### src/hdl/smpi_cfg.svh
// constants for the management-mode pin interface
// assumes inclusion by the core design module only
`ifndef SMPI_CFG_SVH
`define SMPI_CFG_SVH
`define SMPI_SEL_BIT 3
`define SMPI_SEL_RST 1'b0
`define SMPI_LOCK_RST 1'b0
`define SMPI_EN_RST 1'b0
`define SMPI_TRAP_LEAD 3
`define SMPI_CNT_W 2
`endif

### src/hdl/smpi_pkg.sv
// types shared by the management-mode pin interface
// assumes the cfg header sits beside it
package smpi_pkg;
  typedef enum logic [2:0] {
    SMPI_IDLE = 3'b001,
    SMPI_SVC = 3'b010,
    SMPI_SW = 3'b100
  } smpi_state_t;

  // ctrl write from core: reg three value and strobe
  typedef struct packed {
    logic wr;
    logic [7:0] data;
  } smpi_cfg_wr_t;

  // core-side status of the interface
  typedef struct packed {
    logic legacy;
    logic locked;
    logic enabled;
    logic in_service;
  } smpi_status_t;
endpackage : smpi_pkg

### src/hdl/smpi_sync.sv
// two-flop synchroniser for pin inputs
// assumes async active-high reset, inputs from outside clk domain
`timescale 1ns/1ns
module smpi_sync #(
  parameter int W = 1
) (
  // clock and reset
  input wire logic clk,
  input wire logic sys_rst,
  // data
  input wire logic [W-1:0] d,
  output logic [W-1:0] q
);
  logic [W-1:0] s1_r;
  logic [W-1:0] s2_r;
  logic [W-1:0] s1_nxt;
  logic [W-1:0] s2_nxt;

  always_comb
  begin
    s1_nxt = d;
    s2_nxt = s1_r;
  end

  always_ff @(posedge clk or posedge sys_rst)
  begin
    if (sys_rst)
    begin
      s1_r <= '1;
      s2_r <= '1;
    end
    else
    begin
      s1_r <= s1_nxt;
      s2_r <= s2_nxt;
    end
  end

  assign q = s2_r;
endmodule : smpi_sync

### src/hdl/smpi_core.sv
// management-mode pin interface: mode select, lock, pin direction/function
// assumes the core supplies service-routine and bus-cycle status on clk
//
// Behaviour
// RQ1: legacy mode disables space and memory access controls
// RQ2: legacy active output ignores out-of-region accesses
// RQ3: software avoids entry instruction in legacy mode
// RQ4: native mode: interrupt pin bidirectional, sampled each edge
// RQ5: native drives interrupt during service or entry
// RQ6: legacy interrupt pin input only, sampled each edge
// RQ7: legacy requests detected on falling edge
// RQ8: trap I/O cycle if asserted three clocks earlier
// RQ9: native shared pin is management address strobe
// RQ10: legacy shared pin held active through service routine
// RQ11: select bit three of reg three, resets native
// RQ12: lock freezes select and lock until reset
// RQ13: pins disabled after reset until software enables
// RQ14: pin functions switch only outside service routine
`timescale 1ns/1ns
`include "smpi_cfg.svh"
module smpi_core (
  // clock and reset
  input wire logic clk,
  input wire logic sys_rst,
  // configuration from core
  input wire smpi_pkg::smpi_cfg_wr_t cfg_wr,
  input wire logic lock_set,
  input wire logic pins_enable,
  input wire logic space_ctl_in,
  input wire logic mem_ctl_in,
  // core execution status
  input wire logic svc_active,
  input wire logic entry_instr,
  input wire logic mgmt_mem_cycle,
  input wire logic io_cycle,
  // external ready strobes, active low
  input wire logic rdy_n,
  input wire logic burst_ready_n,
  // interrupt pin, open-drain style
  input wire logic mgmt_interrupt_pin_i,
  output logic mgmt_interrupt_pin_o,
  output logic mgmt_interrupt_pin_oe_n,
  // shared strobe/active pin
  output logic mgmt_shared_pin_n,
  output logic mgmt_shared_pin_oe_n,
  // results to core
  output logic mgmt_irq_req,
  output logic io_trap,
  output logic mgmt_space_access_ctl,
  output logic mgmt_mem_access_ctl,
  output smpi_pkg::smpi_status_t status
);
  import smpi_pkg::*;

  logic int_s;
  logic rdy_s;
  logic burst_rdy_s;

  smpi_sync #(.W(3)) u_sync (
    .clk(clk),
    .sys_rst(sys_rst),
    .d({mgmt_interrupt_pin_i, rdy_n, burst_ready_n}),
    .q({int_s, rdy_s, burst_rdy_s})
  );

  // config state
  logic sel_r;
  logic sel_nxt;
  // applied select, follows sel_r only between routines
  logic sel_act_r;
  logic sel_act_nxt;
  logic lock_r;
  logic lock_nxt;
  logic en_r;
  logic en_nxt;

  always_comb
  begin
    sel_nxt = sel_r;
    lock_nxt = lock_r;
    en_nxt = en_r | pins_enable; // RQ13
    if (!lock_r) // RQ12
    begin
      if (cfg_wr.wr)
        sel_nxt = cfg_wr.data[`SMPI_SEL_BIT]; // RQ11
      if (lock_set)
        lock_nxt = 1'b1;
    end
    // applied function changes only with no routine running
    sel_act_nxt = svc_active ? sel_act_r : sel_r; // RQ14
  end

  always_ff @(posedge clk or posedge sys_rst)
  begin
    if (sys_rst)
    begin
      sel_r <= `SMPI_SEL_RST;
      sel_act_r <= `SMPI_SEL_RST;
      lock_r <= `SMPI_LOCK_RST;
      en_r <= `SMPI_EN_RST;
    end
    else
    begin
      sel_r <= sel_nxt;
      sel_act_r <= sel_act_nxt;
      lock_r <= lock_nxt;
      en_r <= en_nxt;
    end
  end

  // sequence state
  smpi_state_t st_r;
  smpi_state_t st_nxt;
  logic int_d_r;
  logic int_d_nxt;
  logic [`SMPI_CNT_W-1:0] lead_r;
  logic [`SMPI_CNT_W-1:0] lead_nxt;
  logic req_nxt;
  logic trap_nxt;
  logic ipin_o_nxt;
  logic ipin_oe_nxt;
  logic spin_nxt;
  logic spin_oe_nxt;
  logic sac_nxt;
  logic mac_nxt;
  smpi_status_t stat_nxt;

  function automatic logic ready_seen(input logic r, input logic b);
    ready_seen = !r || !b;
  endfunction : ready_seen

  always_comb
  begin
    st_nxt = st_r;
    int_d_nxt = int_s;
    lead_nxt = lead_r;
    req_nxt = 1'b0;
    trap_nxt = 1'b0;
    ipin_o_nxt = 1'b1;
    ipin_oe_nxt = 1'b1;
    spin_nxt = 1'b1;
    spin_oe_nxt = 1'b1;
    // count clocks the interrupt input is seen low
    if (int_s)
      lead_nxt = '0;
    else if (lead_r != `SMPI_CNT_W'(`SMPI_TRAP_LEAD))
      lead_nxt = lead_r + `SMPI_CNT_W'(1);
    case (st_r)
      SMPI_IDLE:
        if (svc_active)
          st_nxt = SMPI_SVC;
        else if (entry_instr && space_ctl_in && !sel_act_r)
          st_nxt = SMPI_SW;
      SMPI_SVC:
        if (!svc_active)
          st_nxt = SMPI_IDLE;
      SMPI_SW:
        st_nxt = svc_active ? SMPI_SVC : SMPI_IDLE;
      default:
        st_nxt = SMPI_IDLE;
    endcase
    if (en_r)
    begin
      if (sel_act_r)
      begin
        // legacy: interrupt pin input only
        req_nxt = int_d_r && !int_s; // RQ6 RQ7
        trap_nxt = io_cycle && ready_seen(rdy_s, burst_rdy_s)
          && lead_r == `SMPI_CNT_W'(`SMPI_TRAP_LEAD); // RQ8
        spin_oe_nxt = 1'b0;
        spin_nxt = !svc_active; // RQ10 RQ2
      end
      else
      begin
        req_nxt = !int_s && !svc_active && int_d_r; // RQ4
        if (st_nxt != SMPI_IDLE)
        begin
          ipin_o_nxt = 1'b0; // RQ5
          ipin_oe_nxt = 1'b0;
        end
        spin_oe_nxt = 1'b0;
        spin_nxt = !mgmt_mem_cycle; // RQ9
      end
    end
    sac_nxt = space_ctl_in && !sel_act_r; // RQ1
    mac_nxt = mem_ctl_in && !sel_act_r; // RQ1
    stat_nxt = '{legacy: sel_act_r, locked: lock_r, enabled: en_r,
                 in_service: st_r == SMPI_SVC};
  end

  always_ff @(posedge clk or posedge sys_rst)
  begin
    if (sys_rst)
    begin
      st_r <= SMPI_IDLE;
      int_d_r <= 1'b1;
      lead_r <= '0;
      mgmt_irq_req <= 1'b0;
      io_trap <= 1'b0;
      mgmt_interrupt_pin_o <= 1'b1;
      mgmt_interrupt_pin_oe_n <= 1'b1;
      mgmt_shared_pin_n <= 1'b1;
      mgmt_shared_pin_oe_n <= 1'b1;
      mgmt_space_access_ctl <= 1'b0;
      mgmt_mem_access_ctl <= 1'b0;
      status <= '0;
    end
    else
    begin
      st_r <= st_nxt;
      int_d_r <= int_d_nxt;
      lead_r <= lead_nxt;
      mgmt_irq_req <= req_nxt;
      io_trap <= trap_nxt;
      mgmt_interrupt_pin_o <= ipin_o_nxt;
      mgmt_interrupt_pin_oe_n <= ipin_oe_nxt;
      mgmt_shared_pin_n <= spin_nxt;
      mgmt_shared_pin_oe_n <= spin_oe_nxt;
      mgmt_space_access_ctl <= sac_nxt;
      mgmt_mem_access_ctl <= mac_nxt;
      status <= stat_nxt;
    end
  end
endmodule : smpi_core

### config.mk
export PLATFORM = sky130hd
export DESIGN_NAME = smpi_core
export DESIGN_NICKNAME = d
export VERILOG_FILES = /design/src/hdl/smpi_pkg.sv /design/src/hdl/smpi_sync.sv /design/src/hdl/smpi_core.sv
export VERILOG_INCLUDE_DIRS = /design/src /design/src/hdl
export SDC_FILE = /design/constraint.sdc
export NUM_CORES = 1
export LEC_CHECK = 0
export ABC_AREA = 1
export CAP_MARGIN = 0
export CORE_ASPECT_RATIO = 1.2
export CORE_UTILIZATION = 58
export CTS_CLUSTER_SIZE = 14
export DETAILED_ROUTE_END_ITERATION = 7
export DONT_BUFFER_PORTS = 1
export GPL_TIMING_DRIVEN = 0
export PLACE_DENSITY = 0.74
export RECOVER_POWER = 25
export SLEW_MARGIN = 30
export SYNTH_ARGS = -nofsm -noshare
export SYNTH_HDL_FRONTEND = slang
export SYNTH_SLANG_ARGS = --single-unit
### constraint.sdc
create_clock -name clk -period 1.17 [get_ports clk]
set_input_delay 0.234 -clock clk [delete_from_list [all_inputs] [get_ports clk]]
set_output_delay 0.234 -clock clk [all_outputs]
set_load 0.01 [all_outputs]
## Word level (Yosys, flattened, before mapping)

Cells that the tools add are included.
W data, S select, Z words.

- Eq/ne operators: 6
- $add $sub $neg: 1
- Bitwise logic cells: 2
- Mux-type cells: 19
- Reduce and logical (&&, ||, !) cells: 18

Operators with widths:

| operator | count |
|---|---|
| $mux W1 | 12 |
| $logic_and A1 B1 Y1 | 9 |
| $mux W3 | 3 |
| $pmux W3 S3 | 1 |
| $logic_not A1 Y1 | 6 |
| $mux W2 | 3 |
| $eq A3 B1 Y1 const B | 1 |
| $eq A3 B2 Y1 const B | 1 |
| $eq A3 B3 Y1 const B | 1 |
| $ne A3 B1 Y1 const B | 1 |
| $add A2 B1 Y2 const B | 1 |
| $eq A2 B2 Y1 const B | 1 |
| $ne A2 B2 Y1 const B | 1 |
| $reduce_and A2 Y1 | 1 |
| $reduce_bool A2 Y1 | 1 |
| $logic_or A1 B1 Y1 | 1 |
| $not A1 Y1 | 1 |
| $or A1 B1 Y1 | 1 |

- Logic and storage cells: 66
- Input port bits: 22
- Register bits: 27
- Output and inout bits: 12

## Logic depth before layout (Yosys ltp)

- Depth after elaboration: 9
- Gate-level depth with buffers: 6
- Depth with buffers taken out: 6

## Modules after synthesis

A second synthesis with hierarchy kept.

- Cell total of the unflattened synthesis: 78
- Area total of the unflattened synthesis: 925.9 µm²

Modules (own cells, without submodules):

| module | times used | sequential area each (µm²) | cells an instance | area each (µm²) |
|---|---|---|---|---|
| smpi_core | 1 | 531.8 | 71 | 764.5 |
| smpi_sync | 1 | 157.7 | 7 | 161.4 |

## Worst setup path before layout

No wires, ideal clock.

- Kind: reg2reg
- Start: register st_r[0]
- End: register mgmt_interrupt_pin_oe_n
- Data arrival time: 0.887 ns
- Path buffers: 0
- Required time: 1.092 ns
- Setup time: 0.078 ns
- Setup slack: 0.205 ns
- Period minus slack after synthesis: 0.965 ns
- Cell stages (with the launch flop): 5
- Cell sequence: dfstp_2 > nand3_1 > nand3b_1 > nand2_1 > nand2_1

- Longest elaborated chain between the ends: 7
- Elaborated cells on any way between the ends: 11
- Those cells by class: 4 x eq/ne; 7 x mux

Ends and longest elaborated chain:

| element | RTL line | RTL |
|---|---|---|
| start, declared | smpi_core.sv:112 | `smpi_state_t st_r;` |
| start signal, assigned | smpi_core.sv:210 | `st_r <= st_nxt;` |
| $mux W3 | smpi_core.sv:152 | `else if (entry_instr && space_ctl_in && !sel_act_r)` |
| $mux W3 | smpi_core.sv:150 | `if (svc_active)` |
| $pmux W3 S3 (*) | smpi_core.sv:148 | `case (st_r)` |
| $ne A3 B1 Y1 (*) | smpi_core.sv:176 | `if (st_nxt != SMPI_IDLE)` |
| $mux W1 (*) (3 in series) | n/a |  |
| via ipin_o_nxt | smpi_core.sv:120 | `logic ipin_o_nxt;` |
| end signal, assigned | smpi_core.sv:216 | `mgmt_interrupt_pin_oe_n <= ipin_oe_nxt;` |
| end, declared | smpi_core.sv:42 | `output logic mgmt_interrupt_pin_oe_n,` |

Mark *: on every way through the listed nets, which the timed path passes. The rest lies on a longest branch.
A chain may end at the register's enable or synchronous reset.

## Final worst setup path

- Start: register mgmt_interrupt_pin_oe_n
- End: output port mgmt_interrupt_pin_oe_n

No word-level cell between the ends.

==> impl.org <==
** Timing
- Worst slew margin relative to its limit :: 65.37%
- For the pin with the worst max-slew slack, the measured transition is just over 500 ps.
- Final setup vio count :: 1
- Final hold viol count :: 0
- Period minus WS final :: between 1000 and 1500 ps
- Dividing the final minimum period by the clock period gives 105.8%.
- For the final database, setup skew stands at approximately 2.2 ps.
- Once routing completed, OpenROAD measured the worst setup slack at -68.39 ps.
- Setup repair after global routing could not meet its margin everywhere.
- Slew Viols, Final :: 0
- Maximum clock rate :: 0.8075 GHz

** Floorplanning
- The floorplan step defined a die boundary enclosing between 1500 and 2000 µm².
- The initial utilization of the core area, before any placement, comes to approximately 63%.
- Core footprint :: roughly 1400 µm²
- For this design the top-level I/O count stands at 34.
- Height of the chip :: ~45 µm
- Measured along the x axis, the die boundary spans ~38 µm.
- The floorplan has 15 rows.

** Routing
- After detailed routing, the average wire length per cell comes to around 13 µm.
- Post-route DRC violation count :: 0
- Using the TritonRoute via totals, the vias-per-cell ratio works out to 5.171.
- Remaining antenna violation count :: 0
- The final layout contains routed wiring with a total length of about 1300 µm.
- Routed via count :: about 540
- Number of DRC markers after the initial detailed-route iteration :: 4
- The first TritonRoute pass finished after 4 iterations.

** Power and ir drop
- Static leakage :: roughly 0.52 nW
- Across the VDD grid, the largest voltage drop is ~1.1 mV.
- For this design the ratio of total power to cell area is between 1500 and 2000 nW/µm².

** Worst setup path
- Largest stage delay on the critical path :: slightly below 600 ps
- Type of element capturing the critical path :: output port
- Required time worst endpoint :: 940 ps
- Together, buffers and inverters on the worst path number 1.
- Type of origin of the critical path :: register
- Data on the critical path arrives at its endpoint at 1000 ps.
- The largest individual stage delay along the critical path comes from the cell sky130_fd_sc_hd__dfstp_2.
- Along the worst path, the maximum fanout reaches 2.
- Critical-path cell list :: buf_6
- The setup path with the least slack is of type reg2out.
- Grouping stages by cell kind, the critical path spends the most delay in flip-flops.
- Tracing the worst setup path back leads to its startpoint at mgmt_interrupt_pin_oe_n.
- In this run the critical register-to-register path is launched from st_r[0].

** Logic synthesis
- The synthesized netlist occupies a cell area of just over 900 µm².
- The Yosys step of the flow raised 0 warnings.
- Counting every net in the synthesized netlist gives 98.
- After Yosys synthesis, full adders, half adders and majority gates account for 1.370% of the synthesized area.
- Distinct cell type count of the synthesized netlist :: 17
- The synthesized design devotes to its leading area cell type a little over two fifths of total area.
- Post-Synth XOR/XNOR Area :: 0%
- Cell type with the highest aggregate area in the netlist :: sky130_fd_sc_hd__dfrtp_1
- Syn avg cell area :: approximately 12 µm²
- Yosys attributes the largest share of cell area to sky130_fd_sc_hd__dfrtp_1, sky130_fd_sc_hd__dfstp_2, sky130_fd_sc_hd__inv_1, sky130_fd_sc_hd__nor2_1, sky130_fd_sc_hd__nand2_1.
- Post-synthesis simple-gate area fraction :: between 10% and 20%
- Synth Area in Compound Gates :: 4.795%
- Flip-flop and latch count after synthesis :: 27
- In the synthesized netlist, the number of instances is 75.
- Share of the yosys chip area belonging to registers :: about three quarters
- Measured against the total synthesized area, the mux share comes to 0%.
- By area, the combinational part of the netlist is dominated by simple AND/OR/NAND/NOR gates.

** GRT
- For this run, the total global-route usage over all layers was measured as between 10% and 20%.
- Wire length of the first global-routing pass :: around 2000 µm
- Largest net degree at the start of global routing :: 28
- After global routing the overflow that remains totals 0.
- The number of global-route vias before repair came to between 500 and 600.
- The initial antenna violation count came to 0.

** Final layout
- Most frequent standard cell in the layout excluding fill and tap cells :: sky130_fd_sc_hd__dfrtp_1
- 0 antenna diodes ended up in the layout.
- From synthesis to final layout, the design area changed by 15.21%.
- Top library cells by usage in the layout, fill and taps aside :: sky130_fd_sc_hd__dfrtp_1, sky130_fd_sc_hd__inv_1, sky130_fd_sc_hd__dfstp_2, sky130_fd_sc_hd__nor2_1, sky130_fd_sc_hd__dlygate4sd3_1
- Summing all multi-input logic gate instances after layout gives approximately 160 µm².
- The final layout contains 112 nets.
- Counting the fill cells in the layout gives 103.
- Of the cells placed in the final design, the portion with a size suffix greater than 1 is about a fifth.
- Once layout is complete, the cells apart from fillers number 105.
- Register cell area after layout :: 689.4 µm²

** Run status
- Result of the run :: finished with violations
- Failing checks :: negative setup slack

** Job
- Maxcap violations :: 0

** Placement
- In this run the tool buffered the top-level ports with 0 buffer cells.
- Routability-driven placement finished with a final weighted congestion of between 0.7 and 0.8.
- Half-perimeter wire length after placement :: between 800 and 900 µm
- After detailed placement, the design holds a cell count of 92.
- Before CTS, the worst setup slack after placement is roughly 140 ps.

** CTS
- In this run the deepest clock path goes through 2 buffers.
- Clock latency on the worst-skew pair, taken at its later pin, is 300 ps.
- Root buffer cell :: sky130_fd_sc_hd__clkbuf_4
- Clock-pin slew was measured on the worst setup and hold paths at between 100 and 150 ps.
- CTS built an H-tree with a depth of 1.
- Clock tree synthesis inserted a total of 3 buffers.
- TritonCTS built the clock tree.
- Clock sinks :: 27

** Hold path
- The worst hold path begins at space_ctl_in.
- The tightest min-delay check is of the in2reg type.
==> synthesized netlist by cell type <==
library cell	instances
sky130_fd_sc_hd__a21oi_1	4
sky130_fd_sc_hd__a31oi_1	1
sky130_fd_sc_hd__buf_4	1
sky130_fd_sc_hd__dfrtp_1	16
sky130_fd_sc_hd__dfstp_2	11
sky130_fd_sc_hd__ha_1	1
sky130_fd_sc_hd__inv_1	14
sky130_fd_sc_hd__inv_2	1
sky130_fd_sc_hd__nand2_1	7
sky130_fd_sc_hd__nand3_1	3
sky130_fd_sc_hd__nand3b_1	1
sky130_fd_sc_hd__nand4_1	1
sky130_fd_sc_hd__nor2_1	8
sky130_fd_sc_hd__nor2_2	1
sky130_fd_sc_hd__o211ai_1	1
sky130_fd_sc_hd__o21ai_0	2
sky130_fd_sc_hd__or2_2	2
==> area by class of cell <==
type / instances / area share [%]
buffer: 1 / 1.070
clock buffer: 4 / 2.497
inverter: 15 / 5.351
multi-input combinational: 32 / 14.98
sequential: 27 / 65.52
tap: 17 / 2.021
timing repair buffer: 9 / 8.561
==> per-stage QoR <==
step	setup TNS [ps]	area [µm²]	hold slack (ps)	total power [mW]	utilization (%)
floorplan	0	913.4	238.5	1.278	-
detailed placement	0	934.6	238.5	1.325	64.68
finish	-68.39	1052	27.45	1.697	72.81
CTS	-76.88	1025	3.897	1.714	70.91
global route	-111.0	1052	6.815	1.810	72.81
global placement	0	934.6	238.5	1.304	64.68
==> flip-flops by register name (all words and copies together), names as in the netlist <==
| signal | cells |
|---|---|
| mgmt_shared_pin_oe_n | 1 |
| lock_r | 1 |
| u_sync.q | 3 |
| mgmt_shared_pin_n | 1 |
| mgmt_interrupt_pin_oe_n | 1 |
| int_d_r | 1 |
| mgmt_irq_req | 1 |
| lead_r | 2 |
| st_r | 3 |
| mgmt_space_access_ctl | 1 |
| en_r | 1 |
| u_sync.s1_r | 3 |
| sel_act_r | 1 |
| io_trap | 1 |
| sel_r | 1 |
| status | 4 |
| mgmt_mem_access_ctl | 1 |
==> worst reg2reg max path: stages, from the launching register on <==
cell	delay [ps]
sky130_fd_sc_hd__dfstp_2	560
sky130_fd_sc_hd__nand3_1	90
sky130_fd_sc_hd__nand3b_1	200
sky130_fd_sc_hd__nand2_1	100
sky130_fd_sc_hd__nand2_1	50
==> repair_timing <==
| item | 4_1_cts | 5_1_grt |
|---|---|---|
| resized for setup | 1 | 0 |
| buffers inserted | 0 | 0 |
| setup endpoints to repair | 1 | 1 |
| hold buffers | 6 | 3 |
| endpoints found under the hold margin | 6 | 18 |
==> worst paths after layout <==
kind,cells after the start,to,slack [ps]
setup / recovery,1,mgmt_interrupt_pin_oe_n,-70
hold / removal,2,mgmt_space_access_ctl,30
setup reg to reg,4,mgmt_interrupt_pin_oe_n,120
hold reg to reg,0,u_sync.q[1],360
max in group asynchronous,2,u_sync.q[0],390
min in group asynchronous,2,lock_r,410
==> cells by family (layout without fill, tap and decap cells) <==
family	Yosys count	count (layout)
AND/OR/NAND/NOR	23	23
flip-flops	27	27
AO/OA/AOI/OAI	8	8
buffers and inverters	16	29
adder cells (fa/ha/maj)	1	1
==> layer usage <==
layer	vias to the layer above	global-route usage (%)	routed length, µm
met3	2	4.902	73
met1	263	21.31	502
li1	255	-	-
met2	23	29.49	725
met5	-	0	0
met4	0	10.71	15
==> where the power goes <==
group / total, mW / internal, mW / switching (mW) / leakage, nW
clock network: 0.365 / 0.133 / 0.232 / 0.0150
registers: 1.13 / 1.05 / 0.0781 / 0.306
logic: 0.200 / 0.0948 / 0.105 / 0.200
Power figures use the tool's default switching activity.
